**src/reset_seq_pkg.sv**
```systemverilog
// Constants shared by the reset and power sequencer
package reset_seq_pkg;
  localparam int CLK_HZ = 25_000_000;
  localparam int CLK_MHZ = CLK_HZ / 1_000_000;
  localparam int ADDR_W = 8;
  localparam int DATA_W = 8;
  localparam int PIN_W = 16;
  localparam int CNT_W = 22;
  localparam int PC_W = 16;
  localparam int T_RST_NS = 400;
  localparam int T_RST_CYC = (T_RST_NS * CLK_MHZ + 999) / 1000;
  localparam int T_BOD_NS = 2000;
  localparam int T_BOD_CYC = (T_BOD_NS * CLK_MHZ + 999) / 1000;
  localparam int TOUT_MIN_CK = 6;
  localparam int TOUT_SHORT_US = 4100;
  localparam int TOUT_SHORT_CYC = TOUT_SHORT_US * CLK_MHZ;
  localparam int TOUT_LONG_US = 65000;
  localparam int TOUT_LONG_CYC = TOUT_LONG_US * CLK_MHZ;
  localparam logic [1:0] STARTUP_MIN = 2'h0;
  localparam logic [1:0] STARTUP_SHORT = 2'h1;
  localparam logic [3:0] CLOCK_SEL_EXT = 4'h0;
  localparam logic [ADDR_W-1:0] ADDR_FLAGS = 8'h00;
  localparam logic [ADDR_W-1:0] ADDR_DIS_ZERO = 8'h01;
  localparam logic [ADDR_W-1:0] ADDR_DIS_ONE = 8'h02;
  localparam logic [ADDR_W-1:0] ADDR_STATE = 8'h03;
  localparam int FLAG_POR = 0;
  localparam int FLAG_EXT = 1;
  localparam int FLAG_BOD = 2;
  localparam int FLAG_WDT = 3;
  localparam logic [3:0] FLAGS_RESET = 4'h1;
  localparam logic [DATA_W-1:0] DIS_RESET = 8'h00;
  localparam logic [2:0] SLEEP_IDLE = 3'h0;
  localparam logic [2:0] SLEEP_ADC_NR = 3'h1;
  localparam logic [2:0] SLEEP_PDOWN = 3'h2;
  localparam logic [2:0] SLEEP_STANDBY = 3'h6;
  localparam logic [2:0] BOD_LEVEL_OFF = 3'h7;
  localparam logic [PC_W-1:0] RESET_VECTOR = 16'h0000;
  typedef enum logic [1:0] {
    ST_HOLD = 2'h0,
    ST_STRETCH = 2'h1,
    ST_RUN = 2'h3
  } seq_state_e;
endpackage

```
**src/level_filter.sv**
```systemverilog
// Qualifies a level that must stay high a given number of cycles
module level_filter #(
  parameter int COUNT = 10,
  parameter int W = 8
) (
  input wire logic ref_clk,
  input wire logic rstn,
  input wire logic level_in,
  output logic qualified
);
  logic [W-1:0] cnt_r;

  always_ff @(posedge ref_clk or negedge rstn) begin
    if (!rstn) begin
      cnt_r <= '0;
    end else if (!level_in) begin
      cnt_r <= '0;
    end else if (cnt_r != W'(COUNT)) begin
      cnt_r <= cnt_r + 1'b1;
    end
  end

  always_ff @(posedge ref_clk or negedge rstn) begin
    if (!rstn) begin
      qualified <= 1'b0;
    end else begin
      qualified <= level_in && (cnt_r >= W'(COUNT - 1));
    end
  end
endmodule

```
**src/reset_source_sequencer.sv**
```systemverilog
// Reset source merge, reset stretch and sleep power control
// Notes on behaviour
// RULE_01 - Reset loads I/O registers, start at vector
// RULE_02 - Port pins reset at once, no clock
// RULE_03 - Delay counter stretches reset after sources clear
// RULE_04 - Four sources: power-on, pin, watchdog, brown-out
// RULE_05 - Watchdog resets only when reset mode enabled
// RULE_06 - Pin low past minimum width resets device
// RULE_07 - Pin release waits for time-out, then start
// RULE_08 - Power-on starts counter; drop reasserts immediately
// RULE_09 - Brown-out asserts at once, release after time-out
// RULE_10 - Brown-out ignores dips shorter than minimum width
// RULE_11 - Three-bit level fuse; 111 disables brown-out
// RULE_12 - Enabled brown-out stays active in sleep
// RULE_13 - Enabled watchdog keeps running in sleep
// RULE_14 - Deep sleep disables non-wake input buffers
// RULE_15 - Reference on only while some user needs it
// RULE_16 - Comparator off in deep sleep; reference may stay
// RULE_17 - Disable registers switch off selected input buffers
// RULE_18 - Debug fuse keeps main clock in sleep
// RULE_19 - Watchdog pulse one cycle; count from its end
// RULE_20 - Per-source flags; power-on clears others; write zero
// RULE_21 - Sources ORed; any reassertion restarts the counter
module reset_source_sequencer
  import reset_seq_pkg::*;
#(
  parameter int TOUT_SHORT = TOUT_SHORT_CYC,
  parameter int TOUT_LONG = TOUT_LONG_CYC,
  parameter int PIN_WIDTH_CYC = T_RST_CYC,
  parameter int BOD_WIDTH_CYC = T_BOD_CYC
) (
  input wire logic ref_clk,
  input wire logic rstn,
  input wire logic [reset_seq_pkg::ADDR_W-1:0] reg_addr,
  input wire logic [reset_seq_pkg::DATA_W-1:0] reg_wdata,
  input wire logic reg_wr,
  input wire logic reg_rd,
  output logic [reset_seq_pkg::DATA_W-1:0] reg_rdata,
  input wire logic supply_below_por,
  input wire logic ext_reset_pin_n,
  input wire logic wdt_expire,
  input wire logic wdt_reset_mode,
  input wire logic wdt_enable,
  input wire logic supply_below_bod,
  input wire logic [2:0] brownout_level_fuses,
  input wire logic [1:0] startup_time_fuses,
  input wire logic [3:0] clock_select_fuses,
  input wire logic debug_enable_fuse,
  input wire logic sleep_active,
  input wire logic [2:0] sleep_mode,
  input wire logic comparator_enable,
  input wire logic comparator_uses_ref,
  input wire logic adc_enable,
  input wire logic dac_enable,
  input wire logic [reset_seq_pkg::PIN_W-1:0] wake_pin_need,
  output logic port_reset,
  output logic internal_reset,
  output logic io_reg_init,
  output logic cpu_start,
  output logic [reset_seq_pkg::PC_W-1:0] start_pc,
  output logic brownout_enable,
  output logic [6:0] brownout_level_sel,
  output logic wdt_run,
  output logic ref_enable,
  output logic comparator_active,
  output logic main_clock_enable,
  output logic [reset_seq_pkg::PIN_W-1:0] input_buffer_enable
);
  import reset_seq_pkg::*;

  logic ext_src;
  logic bod_src;
  logic bod_enabled;
  logic wdt_pulse_r;
  logic wdt_expire_d_r;
  logic src_any;
  logic [CNT_W-1:0] tout_cyc;
  logic [CNT_W-1:0] dly_cnt_r;
  logic [CNT_W-1:0] dly_cnt_nxt;
  seq_state_e state_r;
  seq_state_e state_nxt;
  logic [3:0] flags_r;
  logic [3:0] flags_set;
  logic [DATA_W-1:0] dis_zero_r;
  logic [DATA_W-1:0] dis_one_r;
  logic [DATA_W-1:0] rd_value;
  logic deep_sleep;
  logic [PIN_W-1:0] dis_all;
  logic [PIN_W-1:0] buf_nxt;
  logic release_evt;

  // Pin reset is qualified by the minimum low width
  level_filter #(
    .COUNT(PIN_WIDTH_CYC),
    .W(8)
  ) u_pin_filter (
    .ref_clk(ref_clk),
    .rstn(rstn),
    .level_in(!ext_reset_pin_n),
    .qualified(ext_src)
  ); // RULE_06

  // Brown-out only counts once the supply stays low long enough
  level_filter #(
    .COUNT(BOD_WIDTH_CYC),
    .W(8)
  ) u_bod_filter (
    .ref_clk(ref_clk),
    .rstn(rstn),
    .level_in(supply_below_bod && bod_enabled),
    .qualified(bod_src)
  ); // RULE_10

  // Level 111 turns the detector off
  assign bod_enabled = (brownout_level_fuses != BOD_LEVEL_OFF); // RULE_11

  // Watchdog expiry edge becomes a one-cycle reset pulse
  always_ff @(posedge ref_clk or negedge rstn) begin
    if (!rstn) begin
      wdt_pulse_r <= 1'b0;
      wdt_expire_d_r <= 1'b0;
    end else begin
      wdt_pulse_r <= wdt_expire && !wdt_expire_d_r && wdt_enable
        && wdt_reset_mode; // RULE_05 RULE_19
      wdt_expire_d_r <= wdt_expire;
    end
  end

  // All four sources merged into one request
  assign src_any = supply_below_por || ext_src || bod_src
    || wdt_pulse_r; // RULE_04 RULE_21

  // Pins go to their reset state straight from the raw sources
  assign port_reset = supply_below_por || !ext_reset_pin_n
    || (supply_below_bod && bod_enabled) || wdt_pulse_r
    || (state_r != ST_RUN); // RULE_02

  // Time-out length picked by the start-up and clock fuses
  always_comb begin
    if (startup_time_fuses == STARTUP_MIN) begin
      tout_cyc = CNT_W'(TOUT_MIN_CK);
    end else if (startup_time_fuses == STARTUP_SHORT
      || clock_select_fuses == CLOCK_SEL_EXT) begin
      tout_cyc = CNT_W'(TOUT_SHORT);
    end else begin
      tout_cyc = CNT_W'(TOUT_LONG);
    end
  end // RULE_03

  // Sequencer: hold while a source is active, then stretch
  always_comb begin
    state_nxt = state_r;
    dly_cnt_nxt = dly_cnt_r;
    case (state_r)
      ST_HOLD: begin
        dly_cnt_nxt = '0;
        if (!src_any) begin
          state_nxt = ST_STRETCH; // RULE_07 RULE_08 RULE_09 RULE_19
        end
      end
      ST_STRETCH: begin
        if (src_any) begin
          state_nxt = ST_HOLD; // RULE_21
          dly_cnt_nxt = '0;
        end else if (dly_cnt_r >= tout_cyc - 1'b1) begin
          state_nxt = ST_RUN; // RULE_03
          dly_cnt_nxt = '0;
        end else begin
          dly_cnt_nxt = dly_cnt_r + 1'b1;
        end
      end
      ST_RUN: begin
        dly_cnt_nxt = '0;
        if (src_any) begin
          state_nxt = ST_HOLD; // RULE_08 RULE_09
        end
      end
      default: begin
        state_nxt = ST_HOLD;
        dly_cnt_nxt = '0;
      end
    endcase
  end

  always_ff @(posedge ref_clk or negedge rstn) begin
    if (!rstn) begin
      state_r <= ST_HOLD;
    end else begin
      state_r <= state_nxt;
    end
  end

  always_ff @(posedge ref_clk or negedge rstn) begin
    if (!rstn) begin
      dly_cnt_r <= '0;
    end else begin
      dly_cnt_r <= dly_cnt_nxt;
    end
  end

  // Internal reset follows a new source without waiting a cycle
  assign internal_reset = src_any || (state_r != ST_RUN); // RULE_08
  assign io_reg_init = internal_reset; // RULE_01
  assign release_evt = (state_r == ST_STRETCH) && (state_nxt == ST_RUN);

  // Start strobe and reset vector on release
  always_ff @(posedge ref_clk or negedge rstn) begin
    if (!rstn) begin
      cpu_start <= 1'b0;
    end else begin
      cpu_start <= release_evt; // RULE_01
    end
  end

  always_ff @(posedge ref_clk or negedge rstn) begin
    if (!rstn) begin
      start_pc <= RESET_VECTOR;
    end else if (internal_reset) begin
      start_pc <= RESET_VECTOR; // RULE_01
    end
  end

  // Reset cause flags, new event wins over a software clear
  always_comb begin
    flags_set = '0;
    flags_set[FLAG_POR] = supply_below_por;
    flags_set[FLAG_EXT] = ext_src;
    flags_set[FLAG_BOD] = bod_src;
    flags_set[FLAG_WDT] = wdt_pulse_r;
  end

  always_ff @(posedge ref_clk or negedge rstn) begin
    if (!rstn) begin
      flags_r <= FLAGS_RESET;
    end else if (supply_below_por) begin
      flags_r <= 4'h1 << FLAG_POR; // RULE_20
    end else if (reg_wr && reg_addr == ADDR_FLAGS) begin
      flags_r <= (flags_r & reg_wdata[3:0]) | flags_set; // RULE_20
    end else begin
      flags_r <= flags_r | flags_set; // RULE_20
    end
  end

  // Digital input disable registers
  always_ff @(posedge ref_clk or negedge rstn) begin
    if (!rstn) begin
      dis_zero_r <= DIS_RESET;
    end else if (internal_reset) begin
      dis_zero_r <= DIS_RESET; // RULE_01
    end else if (reg_wr && reg_addr == ADDR_DIS_ZERO) begin
      dis_zero_r <= reg_wdata; // RULE_17
    end
  end

  always_ff @(posedge ref_clk or negedge rstn) begin
    if (!rstn) begin
      dis_one_r <= DIS_RESET;
    end else if (internal_reset) begin
      dis_one_r <= DIS_RESET; // RULE_01
    end else if (reg_wr && reg_addr == ADDR_DIS_ONE) begin
      dis_one_r <= reg_wdata; // RULE_17
    end
  end

  // Read mux; unmapped addresses read zero
  always_comb begin
    case (reg_addr)
      ADDR_FLAGS: rd_value = {4'h0, flags_r};
      ADDR_DIS_ZERO: rd_value = dis_zero_r;
      ADDR_DIS_ONE: rd_value = dis_one_r;
      ADDR_STATE: rd_value = {3'h0, ref_enable, bod_enabled,
        deep_sleep, state_r};
      default: rd_value = '0;
    endcase
  end

  always_ff @(posedge ref_clk or negedge rstn) begin
    if (!rstn) begin
      reg_rdata <= '0;
    end else if (reg_rd) begin
      reg_rdata <= rd_value;
    end else begin
      reg_rdata <= '0;
    end
  end

  // Power-down and standby stop both the I/O and converter clocks
  assign deep_sleep = sleep_active && (sleep_mode != SLEEP_IDLE)
    && (sleep_mode != SLEEP_ADC_NR);
  assign dis_all = {dis_one_r, dis_zero_r};

  always_comb begin
    buf_nxt = ~dis_all; // RULE_17
    if (deep_sleep) begin
      buf_nxt = buf_nxt & wake_pin_need; // RULE_14
    end
  end

  always_ff @(posedge ref_clk or negedge rstn) begin
    if (!rstn) begin
      input_buffer_enable <= '0;
    end else begin
      input_buffer_enable <= buf_nxt;
    end
  end

  // Brown-out stays on in every sleep mode when fused on
  always_ff @(posedge ref_clk or negedge rstn) begin
    if (!rstn) begin
      brownout_enable <= 1'b0;
    end else begin
      brownout_enable <= bod_enabled; // RULE_12
    end
  end

  // One select line per enabled level code
  always_ff @(posedge ref_clk or negedge rstn) begin
    if (!rstn) begin
      brownout_level_sel <= '0;
    end else if (bod_enabled) begin
      brownout_level_sel <= 7'h1 << brownout_level_fuses; // RULE_11
    end else begin
      brownout_level_sel <= '0;
    end
  end

  // Watchdog is not stopped by sleep
  always_ff @(posedge ref_clk or negedge rstn) begin
    if (!rstn) begin
      wdt_run <= 1'b0;
    end else begin
      wdt_run <= wdt_enable; // RULE_13
    end
  end

  // Comparator is switched off in the deeper sleep modes
  always_ff @(posedge ref_clk or negedge rstn) begin
    if (!rstn) begin
      comparator_active <= 1'b0;
    end else begin
      comparator_active <= comparator_enable && !deep_sleep; // RULE_16
    end
  end

  // Reference runs while brown-out, comparator, ADC or DAC need it
  always_ff @(posedge ref_clk or negedge rstn) begin
    if (!rstn) begin
      ref_enable <= 1'b0;
    end else begin
      ref_enable <= bod_enabled
        || (comparator_enable && comparator_uses_ref)
        || adc_enable || dac_enable; // RULE_15 RULE_16
    end
  end

  // Main clock kept in light sleep, standby, or with debug fused on
  always_ff @(posedge ref_clk or negedge rstn) begin
    if (!rstn) begin
      main_clock_enable <= 1'b1;
    end else begin
      main_clock_enable <= !sleep_active || debug_enable_fuse
        || (sleep_mode == SLEEP_IDLE) || (sleep_mode == SLEEP_ADC_NR)
        || (sleep_mode == SLEEP_STANDBY); // RULE_18
    end
  end
endmodule

```
**config.mk**
```make
export PLATFORM = sky130hd
export DESIGN_NAME = reset_source_sequencer
export DESIGN_NICKNAME = d
export VERILOG_FILES = /design/src/reset_seq_pkg.sv /design/src/level_filter.sv /design/src/reset_source_sequencer.sv
export SDC_FILE = /design/constraint.sdc
export NUM_CORES = 1
export LEC_CHECK = 0
export BUFFER_PORTS_ARGS = -buffer_cell sky130_fd_sc_hd__buf_2
export CAP_MARGIN = 20
export CORE_MARGIN = 2
export CORE_UTILIZATION = 25
export DETAILED_ROUTE_END_ITERATION = 8
export PLACE_DENSITY = 0.42
export SYNTH_ARGS = -nofsm -noshare
export SYNTH_HDL_FRONTEND = slang
export SYNTH_SLANG_ARGS = --single-unit
```
**constraint.sdc**
```tcl
create_clock -name ref_clk -period 2.8 [get_ports ref_clk]
set_clock_uncertainty 0.1 [all_clocks]
set_input_delay 0.28 -clock ref_clk [delete_from_list [all_inputs] [get_ports ref_clk]]
set_output_delay 0.28 -clock ref_clk [all_outputs]
set_load 0.02 [all_outputs]
```
# Yosys cells after proc, flatten, opt, wreduce, memory -nomap -nowiden
# Cells that the tools add are included.
[word_totals]
output_inout_bits = 56
reg_bits = 101
elab_cells = 115
in_bits = 60
[op_classes]
magnitude_cmp = 3
n_bitwise = 5
mux = 24
eq_ne = 15
add_sub_neg = 4
shift = 1
n_reduce_logical = 43
[ops]
columns = ["cell", "n"]
rows = [
  ["$mux W22", 4],
  ["$mux W8", 9],
  ["$pmux W8 S4", 1],
  ["$add A22 B1 Y22 const B", 1],
  ["$ge A22 B22 Y1", 1],
  ["$sub A22 B1 Y22 const B", 1],
  ["$mux W21", 1],
  ["$add A8 B1 Y8 const B", 2],
  ["$and A16 B16 Y16", 1],
  ["$eq A8 B2 Y1 const B", 2],
  ["$logic_or A1 B1 Y1", 16],
  ["$mux W16", 1],
  ["$not A16 Y16", 1],
  ["$logic_and A1 B1 Y1", 14],
  ["$eq A8 B1 Y1 const B", 1],
  ["$ge A8 B4 Y1 const B", 1],
  ["$ge A8 B6 Y1 const B", 1],
  ["$logic_not A8 Y1", 1],
  ["$mux W2", 4],
  ["$mux W4", 2],
  ["$ne A8 B4 Y1 const B", 1],
  ["$ne A8 B6 Y1 const B", 1],
  ["$or A4 B4 Y4", 2],
  ["$mux W7", 1],
  ["16 further kinds", 25],
]

# Depth between registers and ports, before layout
[logic_depth]
ltp_word = 11
mapped_depth = 10
ltp_nobuf = 9

# Hierarchy
# A second synthesis with hierarchy kept.
[unflattened]
hier_cells = 493
area_unflattened_um2 = 5168.7
[by_module_without_submodules]
columns = ["mod", "cells_each", "area_each_um2", "seq_area_each_um2", "instances"]
rows = [
  ["reset_source_sequencer", 394, 4144.0, 2079.5, 1],
  ["level_filter (u_bod_filter)", 49, 513.0, 225.2, 1],
  ["level_filter (u_pin_filter)", 50, 511.7, 225.2, 1],
]

# Least setup slack after synthesis
# OpenSTA, ideal clock, no wires.
[synth_timing]
path_kind = "in2reg"
from = "in clock_select_fuses[1]"
to = "reg dly_cnt_r[10]"
setup_slack_ns = 0.206
setup_ns = 0.080
path_buffers = 1
stages = 10
required_time_ns = 2.620
arrival_ns = 2.413
path_cell_list = "nor4_1 mux2i_1 o21ai_0 ha_1 a21oi_1 o21ai_0 a22o_1 a311o_2 buf_6 nor3_2"
[synth_via]
elab_chain_cells = 9
[synth_rtl]
columns = ["item", "line", "text"]
rows = [
  ["start: declaration", "reset_source_sequencer.sv:47", "input wire logic [3:0] clock_select_fuses,"],
  ["$logic_not A4 Y1", "reset_source_sequencer.sv:143", "|| clock_select_fuses == CLOCK_SEL_EXT) begin"],
  ["$logic_or A1 B1 Y1", "reset_source_sequencer.sv:143", ""],
  ["$mux W21", "reset_source_sequencer.sv:142", "end else if (startup_time_fuses == STARTUP_SHORT"],
  ["$mux W22", "reset_source_sequencer.sv:140", "if (startup_time_fuses == STARTUP_MIN) begin"],
  ["$sub A22 B1 Y22", "reset_source_sequencer.sv:165", "end else if (dly_cnt_r >= tout_cyc - 1'b1) begin"],
  ["$ge A22 B22 Y1", "reset_source_sequencer.sv:165", ""],
  ["$mux W22", "reset_source_sequencer.sv:165", ""],
  ["$mux W22", "reset_source_sequencer.sv:162", "if (src_any) begin"],
  ["$mux W22", "reset_source_sequencer.sv:154", "case (state_r)"],
  ["named net dly_cnt_nxt[10]", "reset_source_sequencer.sv:79", "logic [CNT_W-1:0] dly_cnt_nxt;"],
  ["end signal: assignment", "reset_source_sequencer.sv:197", "dly_cnt_r <= dly_cnt_nxt;"],
  ["end: declaration", "reset_source_sequencer.sv:78", "logic [CNT_W-1:0] dly_cnt_r;"],
]
# The timed path passes the listed nets, and every way through them passes these cells.
# A chain may end at the register's enable or synchronous reset.

# Final worst setup path
[layout_timing]
from = "in clock_select_fuses[1]"
to = "reg dly_cnt_r[21]"
# Same word-level chain as after synthesis.

==> impl_metrics.tcl <==
set metrics [dict create \
    status "completed" \
    hold_viol 0 \
    dieArea_um2 21300 \
    synth_top_family_by_area "simple AND/OR/NAND/NOR gates" \
    power.share.clock_pct 41.1 \
    wl_met1_um 5870 \
    synth_top_area_cell "dfrtp_1" \
    peakVddDrop_uv 317 \
    synth-edff-count 0 \
    setup_ws_ns 0.505 \
    ff2ff_path_depth 7 \
    period_needed_ns 2.30 \
    routed_wl_um 13200 \
    place.gp.congestion 0.809 \
    vias 3787 \
    async_flop_share_pct 100 \
    p_int_w 0.00229 \
    p_per_area_nw_per_um2 493 \
    io_buffers 99 \
    crit_arrival_ns 2.45 \
    clock_path_buffers 2 \
    combPwrFrac_pct 9.6 \
    path_clk_slew_ns 0.07 \
    worstHoldEndpoint "input_buffer_enable[11]" \
    ys_seq_area_share_pct 50.2 \
    met2WireLength_um 6600 \
    overflow 0 \
    clock-root-buffer "clkbuf_16" \
    maxCapViolCount 0 \
    seq_area_um2 2530 \
    layout_commonest_cell "dfrtp_1" \
    antenna_left 0 \
    max_freq_mhz 436 \
    io_pins 116 \
    finalMaxSlewViolations 0 \
    switching_power_w 0.000764 \
    min_path_cells 3 \
    synth.avg_cell_area_um2 10.4 \
    antenna_found_initial 3 \
    ys_types 45 \
    clock_sinks 101 \
    critPathCaptureType "flop" \
    r2r-end "dly_cnt_r[21]" \
    cts_tree "done" \
    critPathRequiredTime_ns 2.96 \
    nNetsFinal 689 \
    synth_xor_area_share_pct 5.56 \
    clock_latency_ns 0.35 \
    dp_slack_ns -0.0808 \
    yosysWarnings 0 \
    start_util_pct 25.6 \
    hpwl_um 9830 \
    drive_gt1_share_pct 26.2 \
    startpoint_type "input pin" \
    final_area_um2 6190 \
    grt_pass1_wl_um 21300 \
    crit_fanout 24 \
    hold-worst-slack_ns 0.0351 \
    tightest_slew_ns 0.742 \
    slowest_delay_ns 0.33 \
    timing.rr.start "dly_cnt_r[5]" \
    final_util_pct 31.5 \
    synth.cell_area_um2 5040 \
    htreeDepth 3 \
    r2r_setup_slack_ns 0.61 \
    synth_area_leaders "dfrtp_1 49%, ha_1 7.4%, nor2_1 4.7%, xor2_1 4.5%, nor3_2 4.2%" \
    synthMuxAreaShare_pct 2.63 \
    synth_compound_area_share_pct 6.50 \
    instances_no_fill 871 \
    avgRoutedWirePerCell_um 15.1 \
    hold_class "input pin to flop" \
    vias_per_cell 4.35 \
    path_cells "buf_2, nor4_1, mux2i_1, o21ai_2, ha_1, a21oi_1, o21ai_0, a22o_1, a311o_2, buf_12, nor3_1" \
    fill_cells 2106 \
    post-route-period-util_pct 82.0 \
    p_sw_share_pct 25.0 \
    synth_fa_ha_area_share_pct 7.45 \
    dpl_cell_area_um2 5850 \
    highest_layer "met5" \
    grt_start_max_net_pins 54 \
    die_h_um 146 \
    synth-simple-area-share_pct 22.3 \
    max_slew_margin_pct 50.6 \
    worstSetupPathType "input pin to flop" \
    grt_usage_pct 12.7 \
    cp_slowest_cell "a311o_2" \
    crit_buf_inv 2 \
    drc 0 \
    total_leakage_power_nw 2.81 \
    placedCellCount 849 \
    p_seq_share_pct 49.4 \
    hold_path_startpoint "wake_pin_need[11]" \
    final_cell_mix "99 x dfrtp_1, 98 x buf_2, 63 x nor2_1" \
    crit_family "compound AO/OA/AOI/OAI gates" \
    synth_cells 486 \
    synth-seq-cells 101 \
    area_delta_synth_final_pct 22.8 \
    firstDrtPassIters 4 \
    numCtsBuffers 9 \
    core.rowCount 51 \
    synthFlopType "dfrtp_1" \
    multi_input_area_um2 2330 \
    netlist.area_leader.share_pct 49.2 \
    grt_pass1_vias 3914 \
    dieWidth_um 146 \
    rsz0062_at_grt "no" \
    drtIter0Drc 142 \
    setup_viol 0 \
    core_area_um2 19700 \
    wl_met3_um 484 \
]
power groups by stage:
stage	Sequential, W	Combinational, W	Clock (W)
after global placement	0.00153	0.000290	0
after global routing	0.00151	0.000331	0.00136
after CTS	0.00151	0.000300	0.00130
final	0.00151	0.000292	0.00125
after detailed placement	0.00153	0.000295	0
after floorplan	0.00156	0.000142	0
per-layer routing:
metal,vias to the layer above,global-route usage [%]
li1,1866,-
met1,1851,16.1
met2,51,21.4
met3,17,2.76
met4,2,4.42
met5,-,0
cells by family after synthesis:
group / Yosys count
xor+xnor: 32
simple gates: 211
fa+ha+maj: 30
compound gates: 56
mux: 8
flops: 101
buf+inv: 46
other cells: 2
through the flow:
stage / total power (W) / TNS (ns)
2_1_floorplan: 0.00170 / 0
3_3_place_gp: 0.00182 / -0.0241
3_5_place_dp: 0.00183 / -1.15
4_1_cts: 0.00311 / 0
5_1_grt: 0.00320 / 0
6_report: 0.00305 / 0
worst register-to-register path, cell delays in order, from the launching register on:
cell and delay, ns:
dfrtp_1 0.45, ha_1 0.36, nand4_1 0.11, o22ai_1 0.08
a211o_1 0.28, a311o_2 0.34, buf_12 0.18, nor3_1 0.20
state kept, by name (all words and copies together), names as in the netlist:
register,cells
dly_cnt_r,22
input_buffer_enable,16
dis_one_r,8
dis_zero_r,8
reg_rdata,8
u_bod_filter.cnt_r,8
u_pin_filter.cnt_r,8
brownout_level_sel,7
flags_r,4
state_r,2
brownout_enable,1
comparator_active,1
cpu_start,1
main_clock_enable,1
ref_enable,1
u_bod_filter.qualified,1
u_pin_filter.qualified,1
wdt_expire_d_r,1
wdt_pulse_r,1
wdt_run,1
area by class of cell:
| class | count | area share [%] |
|---|---|---|
| inverter | 13 | 0.789 |
| timing repair buffer | 114 | 10.4 |
| sequential | 101 | 40.9 |
| tap | 265 | 5.36 |
| clock inverter | 5 | 0.971 |
| antenna | 2 | 0.0809 |
| multi-input combinational | 360 | 37.7 |
| clock buffer | 11 | 3.76 |
synthesized netlist by cell type (2+ instances only):
master,n
dfrtp_1,99
nor2_1,63
nand2_1,41
a21oi_1,33
nand3_1,33
ha_1,30
xor2_1,26
nor3_2,21
buf_4,17
inv_1,13
buf_2,9
nand4_1,9
and3_1,8
o21ai_0,8
nor2b_1,7
xnor2_1,6
and4_1,5
clkbuf_1,5
nor3_1,5
a22oi_1,4
mux4_2,4
nor4_1,4
and2_1,3
nor3b_1,3
and3b_1,2
and4b_1,2
buf_6,2
conb_1,2
dfstp_2,2
mux2_2,2
mux2i_1,2
nand2b_1,2
o21a_1,2
worst max-delay path by stage:
stage | start | end | slack (ns) | cells past startpoint
floorplan | clock_select_fuses[1] | dly_cnt_r[10] | 0.21 | 10
global placement | clock_select_fuses[1] | state_r[1] | -0.01 | 11
detailed placement | clock_select_fuses[1] | cpu_start | -0.08 | 11
CTS | clock_select_fuses[1] | state_r[1] | 0.29 | 11
global route | clock_select_fuses[1] | dly_cnt_r[21] | 0.20 | 11
finish | clock_select_fuses[1] | dly_cnt_r[21] | 0.50 | 11
what timing repair did:
item,in CTS,in global routing
endpoints found under the setup margin,0,1
endpoints found under the hold margin,52,0
gates resized for setup,0,2
hold buffers,4,0
buffers inserted,0,0
Power figures use the tool's default switching activity.
